==> src/rtl/fqs_pkg.sv <==
package fqs_pkg;
  // Flash pin widths
  localparam int FQS_AW = 22;
  localparam int FQS_DW = 16;
  // Clock period and strobe timing (plain defaults)
  localparam int CLK_NS = 4;
  localparam int T_SETUP_NS = 20;
  localparam int T_PULSE_NS = 120;
  localparam int T_HOLD_NS = 40;
  // Least times round up to whole cycles
  localparam logic [7:0] SETUP_CYC = 8'((T_SETUP_NS + CLK_NS - 1) / CLK_NS);
  localparam logic [7:0] PULSE_CYC = 8'((T_PULSE_NS + CLK_NS - 1) / CLK_NS);
  localparam logic [7:0] HOLD_CYC = 8'((T_HOLD_NS + CLK_NS - 1) / CLK_NS);
  // Own register byte offsets
  localparam logic [4:0] OFS_CTRL = 5'h00;
  localparam logic [4:0] OFS_ADDR = 5'h04;
  localparam logic [4:0] OFS_WDATA = 5'h08;
  localparam logic [4:0] OFS_RDATA = 5'h0c;
  localparam logic [4:0] OFS_STAT = 5'h10;
  localparam logic [4:0] OFS_OPC_A = 5'h14;
  localparam logic [4:0] OFS_OPC_B = 5'h18;
  // Reset values
  localparam logic [31:0] OPC_RST = 32'h0000_0000;
  // Device status byte bit positions
  localparam int SB_READY = 7;
  localparam int SB_ERASE_FAIL = 5;
  localparam int SB_PROG_FAIL = 4;
  localparam int SB_SUPPLY_LOCK = 3;
  localparam int SB_LOCK_PROT = 1;
  // Word index of the identifier codes
  localparam logic [FQS_AW-1:0] ID_MAKER_IDX = 22'h00_0000;
  localparam logic [FQS_AW-1:0] ID_PART_IDX = 22'h00_0001;
  localparam logic [FQS_AW-1:0] ID_BLOCK_IDX = 22'h00_0002;
  // Operations software can start
  typedef enum logic [2:0] {
    OP_WRITE, OP_READ, OP_ERASE, OP_RD_STATUS, OP_CLR_STATUS, OP_ID_READ, OP_BUF_STATUS
  } fqs_op_t;
  // Pins driven toward the flash
  typedef struct packed {
    logic [FQS_AW-1:0] addr;
    logic chip_select_a_n;
    logic chip_select_b_n;
    logic oe_n;
    logic we_n;
    logic [FQS_DW-1:0] dq_out;
    logic dq_oe_n;
  } fqs_pins_t;
  // One step of an operation
  typedef struct packed {
    logic wr;
    logic last;
    logic poll;
    logic [7:0] opcode;
    logic use_opcode;
  } fqs_step_t;
endpackage : fqs_pkg

==> src/rtl/fqs_cycle.sv <==
`timescale 1ns/1ps
// One asynchronous bus cycle: setup, strobe pulse, hold with strobes high
module fqs_cycle (
  input wire logic i_clk,
  input wire logic i_nrst,
  input wire logic i_ce,
  input wire logic i_start,
  input wire logic i_wr,
  input wire logic [fqs_pkg::FQS_AW-1:0] i_addr,
  input wire logic [fqs_pkg::FQS_DW-1:0] i_wdata,
  input wire logic [fqs_pkg::FQS_DW-1:0] i_dq,
  output logic o_busy,
  output logic o_done,
  output logic [fqs_pkg::FQS_DW-1:0] o_rdata,
  output fqs_pkg::fqs_pins_t o_pins
);
  typedef enum {CY_IDLE, CY_SETUP, CY_PULSE, CY_HOLD} fqs_cy_t;
  fqs_cy_t st_reg; // Cycle phase
  logic [7:0] cnt_reg; // Cycles left in phase
  logic wr_reg; // Current cycle is a write

  assign o_busy = (st_reg != CY_IDLE);

  // Phase sequencer
  always_ff @(posedge i_clk) begin
    if (!i_nrst) begin
      st_reg <= CY_IDLE;
      cnt_reg <= 8'h00;
      wr_reg <= 1'b0;
    end else if (i_ce) begin
      case (st_reg)
        CY_IDLE: begin
          if (i_start) begin
            st_reg <= CY_SETUP;
            cnt_reg <= fqs_pkg::SETUP_CYC;
            wr_reg <= i_wr;
          end
        end
        CY_SETUP: begin
          if (cnt_reg <= 8'h01) begin
            st_reg <= CY_PULSE;
            cnt_reg <= fqs_pkg::PULSE_CYC;
          end else begin
            cnt_reg <= cnt_reg - 8'h01;
          end
        end
        CY_PULSE: begin
          if (cnt_reg <= 8'h01) begin
            st_reg <= CY_HOLD;
            cnt_reg <= fqs_pkg::HOLD_CYC;
          end else begin
            cnt_reg <= cnt_reg - 8'h01;
          end
        end
        CY_HOLD: begin
          // Strobes stay high here so the next read takes a fresh snapshot
          if (cnt_reg <= 8'h01) begin
            st_reg <= CY_IDLE;
          end else begin
            cnt_reg <= cnt_reg - 8'h01;
          end
        end
        default: st_reg <= CY_IDLE;
      endcase
    end
  end

  // Done pulse as the hold phase ends
  always_ff @(posedge i_clk) begin
    if (!i_nrst) begin
      o_done <= 1'b0;
    end else if (i_ce) begin
      o_done <= (st_reg == CY_HOLD) && (cnt_reg <= 8'h01);
    end
  end

  // Read data sampled on the last pulse cycle, before the strobe rises
  always_ff @(posedge i_clk) begin
    if (!i_nrst) begin
      o_rdata <= '0;
    end else if (i_ce && st_reg == CY_PULSE && cnt_reg <= 8'h01 && !wr_reg) begin
      o_rdata <= i_dq;
    end
  end

  // Pin drive; selects low from setup to end of pulse
  always_ff @(posedge i_clk) begin
    if (!i_nrst) begin
      o_pins <= '{addr: '0, chip_select_a_n: 1'b1, chip_select_b_n: 1'b1,
                  oe_n: 1'b1, we_n: 1'b1, dq_out: '0, dq_oe_n: 1'b1};
    end else if (i_ce) begin
      case (st_reg)
        CY_IDLE: begin
          if (i_start) begin
            o_pins.addr <= i_addr;
            o_pins.dq_out <= i_wdata;
            o_pins.dq_oe_n <= !i_wr;
            o_pins.chip_select_a_n <= 1'b0;
            o_pins.chip_select_b_n <= 1'b0;
          end
        end
        CY_SETUP: begin
          if (cnt_reg <= 8'h01) begin
            o_pins.we_n <= !wr_reg;
            o_pins.oe_n <= wr_reg;
          end
        end
        CY_PULSE: begin
          if (cnt_reg <= 8'h01) begin
            o_pins.we_n <= 1'b1;
            o_pins.oe_n <= 1'b1;
            o_pins.chip_select_a_n <= 1'b1;
            o_pins.chip_select_b_n <= 1'b1;
          end
        end
        CY_HOLD: begin
          if (cnt_reg <= 8'h01) begin
            o_pins.dq_oe_n <= 1'b1;
          end
        end
        default: o_pins.dq_oe_n <= 1'b1;
      endcase
    end
  end
endmodule : fqs_cycle

==> src/rtl/fqs_host.sv <==
// The AXI4-Lite slave port was left to the implementer.
`timescale 1ns/1ps
// Contract
// - Identifier mode holds until next command
// - Status latched on late falling strobe
// - Host reissues buffer setup to refresh
// - Erase is setup then confirm, same block
module fqs_host (
  input wire logic i_clk,
  input wire logic i_nrst,
  input wire logic i_ce,
  // AXI4-Lite slave
  input wire logic [4:0] i_awaddr,
  input wire logic i_awvalid,
  output logic o_awready,
  input wire logic [31:0] i_wdata,
  input wire logic [3:0] i_wstrb,
  input wire logic i_wvalid,
  output logic o_wready,
  output logic [1:0] o_bresp,
  output logic o_bvalid,
  input wire logic i_bready,
  input wire logic [4:0] i_araddr,
  input wire logic i_arvalid,
  output logic o_arready,
  output logic [31:0] o_rdata,
  output logic [1:0] o_rresp,
  output logic o_rvalid,
  input wire logic i_rready,
  // Flash pins
  input wire logic [fqs_pkg::FQS_DW-1:0] i_dq,
  output fqs_pkg::fqs_pins_t o_flash
);
  // Merge a write into a register under its byte strobes
  function automatic logic [31:0] fqs_merge(input logic [31:0] old, input logic [31:0] nw,
                                            input logic [3:0] strb);
    logic [31:0] r;
    r = old;
    for (int i = 0; i < 4; i++) begin
      if (strb[i]) r[i*8 +: 8] = nw[i*8 +: 8];
    end
    return r;
  endfunction : fqs_merge

  // Collect the four failure bits of a status byte
  function automatic logic [3:0] fqs_fails(input logic [7:0] sb);
    return {sb[fqs_pkg::SB_ERASE_FAIL], sb[fqs_pkg::SB_PROG_FAIL],
            sb[fqs_pkg::SB_SUPPLY_LOCK], sb[fqs_pkg::SB_LOCK_PROT]};
  endfunction : fqs_fails

  // Software registers
  logic [3:0] op_cfg_reg; // Op code field written to CTRL
  logic [fqs_pkg::FQS_AW-1:0] addr_reg; // Flash address or identifier word index
  logic [fqs_pkg::FQS_DW-1:0] wdata_reg; // Data for raw write
  logic [31:0] opc_a_reg; // Setup, confirm, read-status, clear-status opcodes
  logic [15:0] opc_b_reg; // Identifier and buffer-setup opcodes
  logic [fqs_pkg::FQS_DW-1:0] res_reg; // Last read data
  logic done_reg; // Sticky completion flag
  logic [3:0] fail_reg; // Sticky failure bits from last polled status
  // AXI write side
  logic aw_got_reg;
  logic w_got_reg;
  logic [4:0] waddr_reg;
  logic [31:0] wd_reg;
  logic [3:0] ws_reg;
  logic wr_fire; // Both halves held: perform the write
  logic go; // Start strobe from CTRL write
  logic [31:0] addr_mrg, wdat_mrg, opcb_mrg; // Byte-merged words, sliced at the write
  // Engine
  typedef enum {EN_IDLE, EN_RUN, EN_WAIT} fqs_en_t;
  fqs_en_t en_reg;
  fqs_pkg::fqs_op_t op_reg; // Operation in progress
  logic [1:0] step_reg; // Step within operation
  fqs_pkg::fqs_step_t stp; // Current step descriptor
  logic [fqs_pkg::FQS_AW-1:0] cyc_addr;
  logic [fqs_pkg::FQS_DW-1:0] cyc_data;
  logic cyc_busy;
  logic cyc_done;
  logic [fqs_pkg::FQS_DW-1:0] cyc_rdata;

  // AXI handshake: one write and one read at a time
  assign o_awready = !aw_got_reg && !o_bvalid;
  assign o_wready = !w_got_reg && !o_bvalid;
  assign o_arready = !o_rvalid;
  assign wr_fire = aw_got_reg && w_got_reg;
  assign go = wr_fire && waddr_reg == fqs_pkg::OFS_CTRL && ws_reg[0] && wd_reg[0];
  // Merges kept as full words so each register takes only its own width
  assign addr_mrg = fqs_merge(32'(addr_reg), wd_reg, ws_reg);
  assign wdat_mrg = fqs_merge(32'(wdata_reg), wd_reg, ws_reg);
  assign opcb_mrg = fqs_merge(32'(opc_b_reg), wd_reg, ws_reg);

  // Capture write address and data in either order
  always_ff @(posedge i_clk) begin
    if (!i_nrst) begin
      aw_got_reg <= 1'b0;
      w_got_reg <= 1'b0;
      waddr_reg <= 5'h00;
      wd_reg <= 32'h0000_0000;
      ws_reg <= 4'h0;
    end else if (i_ce) begin
      if (i_awvalid && o_awready) begin
        aw_got_reg <= 1'b1;
        waddr_reg <= i_awaddr;
      end else if (wr_fire) begin
        aw_got_reg <= 1'b0;
      end
      if (i_wvalid && o_wready) begin
        w_got_reg <= 1'b1;
        wd_reg <= i_wdata;
        ws_reg <= i_wstrb;
      end else if (wr_fire) begin
        w_got_reg <= 1'b0;
      end
    end
  end

  // Write response; unmapped or read-only offsets answer SLVERR
  always_ff @(posedge i_clk) begin
    if (!i_nrst) begin
      o_bvalid <= 1'b0;
      o_bresp <= 2'h0;
    end else if (i_ce) begin
      if (wr_fire) begin
        o_bvalid <= 1'b1;
        case (waddr_reg)
          fqs_pkg::OFS_CTRL, fqs_pkg::OFS_ADDR, fqs_pkg::OFS_WDATA, fqs_pkg::OFS_STAT,
          fqs_pkg::OFS_OPC_A, fqs_pkg::OFS_OPC_B: o_bresp <= 2'h0;
          default: o_bresp <= 2'h2;
        endcase
      end else if (i_bready) begin
        o_bvalid <= 1'b0;
      end
    end
  end

  // Configuration registers; writes while busy still land, and address, data and opcodes feed the remaining steps of the op in progress
  always_ff @(posedge i_clk) begin
    if (!i_nrst) begin
      op_cfg_reg <= 4'h0;
      addr_reg <= '0;
      wdata_reg <= '0;
      opc_a_reg <= fqs_pkg::OPC_RST;
      opc_b_reg <= fqs_pkg::OPC_RST[15:0];
    end else if (i_ce && wr_fire) begin
      case (waddr_reg)
        fqs_pkg::OFS_CTRL: if (ws_reg[0]) op_cfg_reg <= wd_reg[4:1];
        fqs_pkg::OFS_ADDR: addr_reg <= addr_mrg[fqs_pkg::FQS_AW-1:0];
        fqs_pkg::OFS_WDATA: wdata_reg <= wdat_mrg[fqs_pkg::FQS_DW-1:0];
        fqs_pkg::OFS_OPC_A: opc_a_reg <= fqs_merge(opc_a_reg, wd_reg, ws_reg);
        fqs_pkg::OFS_OPC_B: opc_b_reg <= opcb_mrg[15:0];
        default: ;
      endcase
    end
  end

  // Register read port
  always_ff @(posedge i_clk) begin
    if (!i_nrst) begin
      o_rvalid <= 1'b0;
      o_rdata <= 32'h0000_0000;
      o_rresp <= 2'h0;
    end else if (i_ce) begin
      if (i_arvalid && o_arready) begin
        o_rvalid <= 1'b1;
        o_rresp <= 2'h0;
        case (i_araddr)
          fqs_pkg::OFS_CTRL: o_rdata <= {27'h0, op_cfg_reg, 1'b0};
          fqs_pkg::OFS_ADDR: o_rdata <= 32'(addr_reg);
          fqs_pkg::OFS_WDATA: o_rdata <= 32'(wdata_reg);
          fqs_pkg::OFS_RDATA: o_rdata <= 32'(res_reg);
          fqs_pkg::OFS_STAT: o_rdata <= {26'h0, fail_reg, done_reg, en_reg != EN_IDLE};
          fqs_pkg::OFS_OPC_A: o_rdata <= opc_a_reg;
          fqs_pkg::OFS_OPC_B: o_rdata <= {16'h0, opc_b_reg};
          default: begin
            o_rdata <= 32'h0000_0000;
            o_rresp <= 2'h2;
          end
        endcase
      end else if (i_rready) begin
        o_rvalid <= 1'b0;
      end
    end
  end

  // Step table: every op that changes device read mode opens with its command write
  always_comb begin
    stp = '{wr: 1'b0, last: 1'b1, poll: 1'b0, opcode: 8'h00, use_opcode: 1'b0};
    case (op_reg)
      fqs_pkg::OP_WRITE: stp.wr = 1'b1;
      fqs_pkg::OP_READ: ;
      fqs_pkg::OP_ERASE: begin
        // Setup then confirm at the same in-block address, then poll
        case (step_reg)
          2'h0: stp = '{1'b1, 1'b0, 1'b0, opc_a_reg[7:0], 1'b1};
          2'h1: stp = '{1'b1, 1'b0, 1'b0, opc_a_reg[15:8], 1'b1};
          default: stp.poll = 1'b1;
        endcase
      end
      fqs_pkg::OP_RD_STATUS: begin
        if (step_reg == 2'h0) stp = '{1'b1, 1'b0, 1'b0, opc_a_reg[23:16], 1'b1};
      end
      fqs_pkg::OP_CLR_STATUS: stp = '{1'b1, 1'b1, 1'b0, opc_a_reg[31:24], 1'b1};
      fqs_pkg::OP_ID_READ: begin
        if (step_reg == 2'h0) stp = '{1'b1, 1'b0, 1'b0, opc_b_reg[7:0], 1'b1};
      end
      fqs_pkg::OP_BUF_STATUS: begin
        // Setup is reissued on every request so the snapshot is fresh
        if (step_reg == 2'h0) stp = '{1'b1, 1'b0, 1'b0, opc_b_reg[15:8], 1'b1};
      end
      default: ;
    endcase
  end

  // Identifier reads use the word index from line one upward
  assign cyc_addr = (op_reg == fqs_pkg::OP_ID_READ && !stp.wr) ?
                    {addr_reg[fqs_pkg::FQS_AW-2:0], 1'b0} : addr_reg;
  assign cyc_data = stp.use_opcode ? {8'h00, stp.opcode} : wdata_reg;

  // Operation sequencer
  always_ff @(posedge i_clk) begin
    if (!i_nrst) begin
      en_reg <= EN_IDLE;
      op_reg <= fqs_pkg::OP_WRITE;
      step_reg <= 2'h0;
    end else if (i_ce) begin
      case (en_reg)
        EN_IDLE: begin
          if (go) begin
            op_reg <= fqs_pkg::fqs_op_t'(wd_reg[3:1]); // Op rides in the same write as go
            step_reg <= 2'h0;
            en_reg <= EN_RUN;
          end
        end
        EN_RUN: if (!cyc_busy) en_reg <= EN_WAIT;
        EN_WAIT: begin
          if (cyc_done) begin
            if (stp.poll && !cyc_rdata[fqs_pkg::SB_READY]) begin
              en_reg <= EN_RUN;
            end else if (stp.last) begin
              en_reg <= EN_IDLE;
            end else begin
              step_reg <= step_reg + 2'h1;
              en_reg <= EN_RUN;
            end
          end
        end
        default: en_reg <= EN_IDLE;
      endcase
    end
  end

  // Results; completion beats a same-cycle clear of the done flag
  always_ff @(posedge i_clk) begin
    if (!i_nrst) begin
      res_reg <= '0;
      done_reg <= 1'b0;
      fail_reg <= 4'h0;
    end else if (i_ce) begin
      if (en_reg == EN_WAIT && cyc_done && !stp.wr) res_reg <= cyc_rdata;
      // Failure bits only trusted once the ready bit is seen set
      if (en_reg == EN_WAIT && cyc_done && stp.poll && cyc_rdata[fqs_pkg::SB_READY]) begin
        fail_reg <= fqs_fails(cyc_rdata[7:0]);
      end else if (wr_fire && waddr_reg == fqs_pkg::OFS_STAT && ws_reg[0] && wd_reg[2]) begin
        fail_reg <= 4'h0;
      end
      if (en_reg == EN_WAIT && cyc_done && stp.last && !(stp.poll && !cyc_rdata[7])) begin
        done_reg <= 1'b1;
      end else if (wr_fire && waddr_reg == fqs_pkg::OFS_STAT && ws_reg[0] && wd_reg[1]) begin
        done_reg <= 1'b0;
      end
    end
  end

  // Bus cycle engine
  fqs_cycle u_cycle (
    .i_clk(i_clk),
    .i_nrst(i_nrst),
    .i_ce(i_ce),
    .i_start(en_reg == EN_RUN),
    .i_wr(stp.wr),
    .i_addr(cyc_addr),
    .i_wdata(cyc_data),
    .i_dq(i_dq),
    .o_busy(cyc_busy),
    .o_done(cyc_done),
    .o_rdata(cyc_rdata),
    .o_pins(o_flash)
  );
endmodule : fqs_host

==> config.mk <==
export PLATFORM = sky130hd
export DESIGN_NAME = fqs_host
export DESIGN_NICKNAME = d
export VERILOG_FILES = /design/src/rtl/fqs_pkg.sv /design/src/rtl/fqs_cycle.sv /design/src/rtl/fqs_host.sv
export SDC_FILE = /design/constraint.sdc
export NUM_CORES = 1
export LEC_CHECK = 0
export ABC_CLOCK_PERIOD_IN_PS = 2700
export BUFFER_PORTS_ARGS = -buffer_cell sky130_fd_sc_hd__buf_2
export CORE_MARGIN = 1
export CORE_UTILIZATION = 33
export DETAILED_ROUTE_END_ITERATION = 8
export SLEW_MARGIN = 15
export SYNTH_ARGS = -nofsm -noshare
export SYNTH_HDL_FRONTEND = slang
export SYNTH_SLANG_ARGS = --single-unit
==> constraint.sdc <==
create_clock -name i_clk -period 2.7 [get_ports i_clk]
set_input_delay 0.135 -clock i_clk [delete_from_list [all_inputs] [get_ports i_clk]]
set_output_delay 0.135 -clock i_clk [all_outputs]
set_load 0.05 [all_outputs]
==> impl_metrics.py <==
metrics = {
    "outcome": {
        "outcome": "finished, final reports clean",
    },
    "placed_design": {
        "dpl_cell_area_sq_mm": 0.0126,
        "place_ws_ps": 551,
        "port-buffer-count": 151,
        "gp_congestion": 0.890,
        "dp_hpwl_um": 26000,
    },
    "power": {
        "p_leak_nw": 5.75,
        "comb_power_share_pct": 5.1,
        "internal-power_mw": 6.62,
        "clockPowerShare_pct": 47.8,
        "seq_power_share_pct": 47.1,
        "power-per-cell-area_mw_per_mm2": 601,
        "p_sw_share_pct": 22.8,
        "switchingPower_mw": 1.95,
        "ir_drop_mv": 0.437,
        "total_power_mw": 8.57,
    },
    "timing": {
        "min_period_ps": 2200,
        "hold_viol_final": 0,
        "setup_violations": 0,
        "rsz0062_at_grt": "no",
        "slew_viol_final": 0,
        "post-route-period-util_pct": 81.4,
        "clock_skew_ps": 23.6,
        "slew_headroom_pct": 39.6,
        "fin_ws_ps": 503,
        "tightestPinTransition_ps": 906,
        "fmax_mhz": 455,
        "fin_tns_setup_ps": 0,
    },
    "critical_path": {
        "cp_max_fo": 23,
        "critPathLaunchType": "register",
        "crit_family": "compound AO/OA/AOI/OAI gates",
        "cp_data_arrival_time_ps": 2660,
        "required_ps": 3170,
        "worst-path-buf-inv": 2,
        "cp-end-kind": "register",
        "path_cells": "inv_1 -> ha_1 -> buf_4 -> a21boi_0 -> a211o_1 -> nand3_1 -> a21oi_1",
        "critPathKind": "register to register",
        "critPathSlowestCell": "a211o_1",
        "cp_slowest_stage_delay_ps": 540,
    },
    "synthesis": {
        "syn_area_sq_mm": 0.0115,
        "yosys_warnings": 0,
        "async_flop_share_pct": 0,
        "synth_seq_area_share_pct": 46.3,
        "syn_area_per_cell_sq_um": 8.98,
        "syn_inst": 1285,
        "synth_flop_cell": "dfxtp_1",
        "synth.distinct_cells": 75,
        "synth-edff-count": 0,
        "synth.ff_latch_count": 267,
    },
    "global_route": {
        "track_usage_pct": 19.7,
        "grt_pass1_wl_um": 55300,
        "first_global_vias": 9672,
        "grt_max_degree": 101,
        "grt-ovfl-total": 0,
        "antenna_found_initial": 3,
    },
    "layout": {
        "fin_nets": 1537,
        "regArea_sq_mm": 0.00535,
        "final_util_pct": 41.4,
        "regMostFlops": "u_cycle.o_pins",
        "layout-drive-gt1-share_pct": 17.5,
        "largest_reg_flops": 42,
        "area_delta_synth_final_pct": 23.7,
        "fillCellCount": 3475,
        "multi_input_area_sq_mm": 0.00571,
        "final_cell_area_sq_mm": 0.0143,
    },
    "clock_network": {
        "clk_pin_slew_worst_paths_ps": 60,
        "postCtsResizedCells": 0,
        "cts_max_path_buffers": 3,
        "clock_latency_ps": 560,
        "cts_tree": "yes",
        "numCtsBuffers": 30,
        "cts-root-buf": "clkbuf_16",
        "htreeDepth": 1,
        "cts.sinks": 267,
    },
    "min_path": {
        "hp-class": "primary input to register",
    },
    "floorplanning": {
        "start_util_pct": 33.5,
        "core_sq_mm": 0.0345,
        "io_pins": 154,
        "die_h_um": 189,
        "fp.dieW_um": 189,
        "die-area_sq_mm": 0.0357,
        "placementRows": 68,
    },
    "route": {
        "routedWlPerCell_um": 18.5,
        "drtPass1Iterations": 6,
        "drt_iter0_drc": 942,
        "wl_um": 35900,
        "drc": 0,
        "postRouteAntennaNets": 0,
        "via_count": 10200,
        "vias_per_cell": 5.27,
    },
    "flow_run": {
        "drv_cap": 0,
    },
}
[area by class of cell]
type	instances	area share, %
diodes	1	0.0175
inverters	14	0.404
flip-flops and latches	267	37.5
well taps	455	3.99
clock buffers	44	6.27
repair buffers	237	11.1
multi-input cells	909	40.0
clock inverters	11	0.754
[stage by stage]
stage          hold slack, ps  std cells
6_report                 28.6       1938
5_1_grt                  35.5       1937
4_1_cts                  17.8       1937
3_5_place_dp              379       1821
3_3_place_gp              370       1821
2_1_floorplan             271       1286
[synthesized netlist by cell type, types with 13 or more instances]
master / count / area share (%)
a22o_1: 17 / 1.3
o21ai_0: 35 / 1.5
a21oi_1: 93 / 4.0
mux2i_1: 140 / 12
nor3_1: 18 / 0.78
dfxtp_1: 267 / 46
a211oi_1: 22 / 1.4
nand3_1: 47 / 2.0
a21o_1: 13 / 0.85
a222oi_1: 15 / 1.3
clkbuf_1: 60 / 2.0
buf_2: 21 / 0.91
a31oi_1: 13 / 0.71
a22oi_1: 22 / 1.4
nand2_1: 158 / 5.1
nor2_1: 175 / 5.7
[placed cells by master, fill, tap and decap left out, types with 5 or more instances in the layout]
| master | netlist | final |
|---|---|---|
| a221oi_1 | 9 | 9 |
| a222oi_1 | 15 | 15 |
| mux2i_1 | 140 | 140 |
| and3_1 | 5 | 5 |
| nand2b_1 | 8 | 8 |
| clkbuf_8 | 0 | 7 |
| ha_1 | 8 | 8 |
| nand3_1 | 47 | 47 |
| dlygate4sd3_1 | 0 | 61 |
| nor2b_1 | 6 | 6 |
| dfxtp_1 | 267 | 267 |
| a31oi_1 | 13 | 13 |
| buf_4 | 9 | 23 |
| clkinv_2 | 0 | 8 |
| a21oi_1 | 93 | 93 |
| a21o_1 | 13 | 13 |
| nor3_1 | 18 | 17 |
| clkbuf_16 | 0 | 31 |
| o21a_1 | 11 | 11 |
| nand3_2 | 8 | 8 |
| a211oi_1 | 22 | 22 |
| buf_2 | 21 | 151 |
| a22o_1 | 17 | 17 |
| nor2_1 | 175 | 175 |
| o21ai_0 | 35 | 35 |
| a22oi_1 | 22 | 22 |
| inv_1 | 12 | 12 |
| clkbuf_1 | 60 | 6 |
| nand2_1 | 158 | 158 |
| or3_1 | 5 | 5 |
[routing by layer]
| metal | share of wire (%) | GRT usage (%) | vias to the layer above | wire (um) |
|---|---|---|---|---|
| met5 | 0.075 | 0 | - | 27 |
| met4 | 2.8 | 5.83 | 4 | 1020 |
| met3 | 7.5 | 3.86 | 70 | 2690 |
| met2 | 44 | 30.4 | 361 | 15700 |
| met1 | 46 | 27.7 | 4843 | 16400 |
| li1 | - | - | 4928 | - |
[what timing repair did]
item | in CTS | in global routing
setup buffers | 0 | 0
hold buffers | 61 | 0
hold endpoints to repair | 64 | 0
[worst reg2reg max path: stages (launching register included)]
cell and delay [ps]:
dfxtp_1 370, inv_1 70, ha_1 210, buf_4 220, a21boi_0 360, a211o_1 540
nand3_1 170, a21oi_1 160
[power by group through the flow]
stage | combinational (mW) | sequential (mW) | clock (mW)
detailed placement | 0.371 | 4.12 | 0
global placement | 0.368 | 4.12 | 0
floorplan | 0.212 | 4.13 | 0
global route | 0.475 | 4.04 | 4.34
CTS | 0.441 | 4.03 | 4.17
finish | 0.437 | 4.03 | 4.10
[final timing paths]
path | start | to | slack (ps) | depth (start not counted)
worst max-delay path | step_reg[0] | u_cycle.o_pins[13] | 500 | 7
worst min-delay path | i_wvalid | ws_reg[0] | 30 | 4
worst max register to register | step_reg[0] | u_cycle.o_pins[13] | 500 | 7
worst min register to register | o_rdata[29] | o_rdata[29] | 450 | 2
[cell families (layout without fill, tap and decap cells)]
logic type / Yosys count / in the layout / synth area share [%]
and+or+nand+nor: 470 / 470 / 19.1
AOI/OAI and AO/OA: 282 / 282 / 16.2
DFF: 267 / 267 / 46.3
muxes: 145 / 145 / 13.0
buffers and inverters: 110 / 306 / 4.31
adders and majority gates: 8 / 8 / 0.868
xor gates and xnor gates: 2 / 2 / 0.152
other: 1 / 3 / 0.0325
Note: power is estimated with default switching activity, not from simulation.
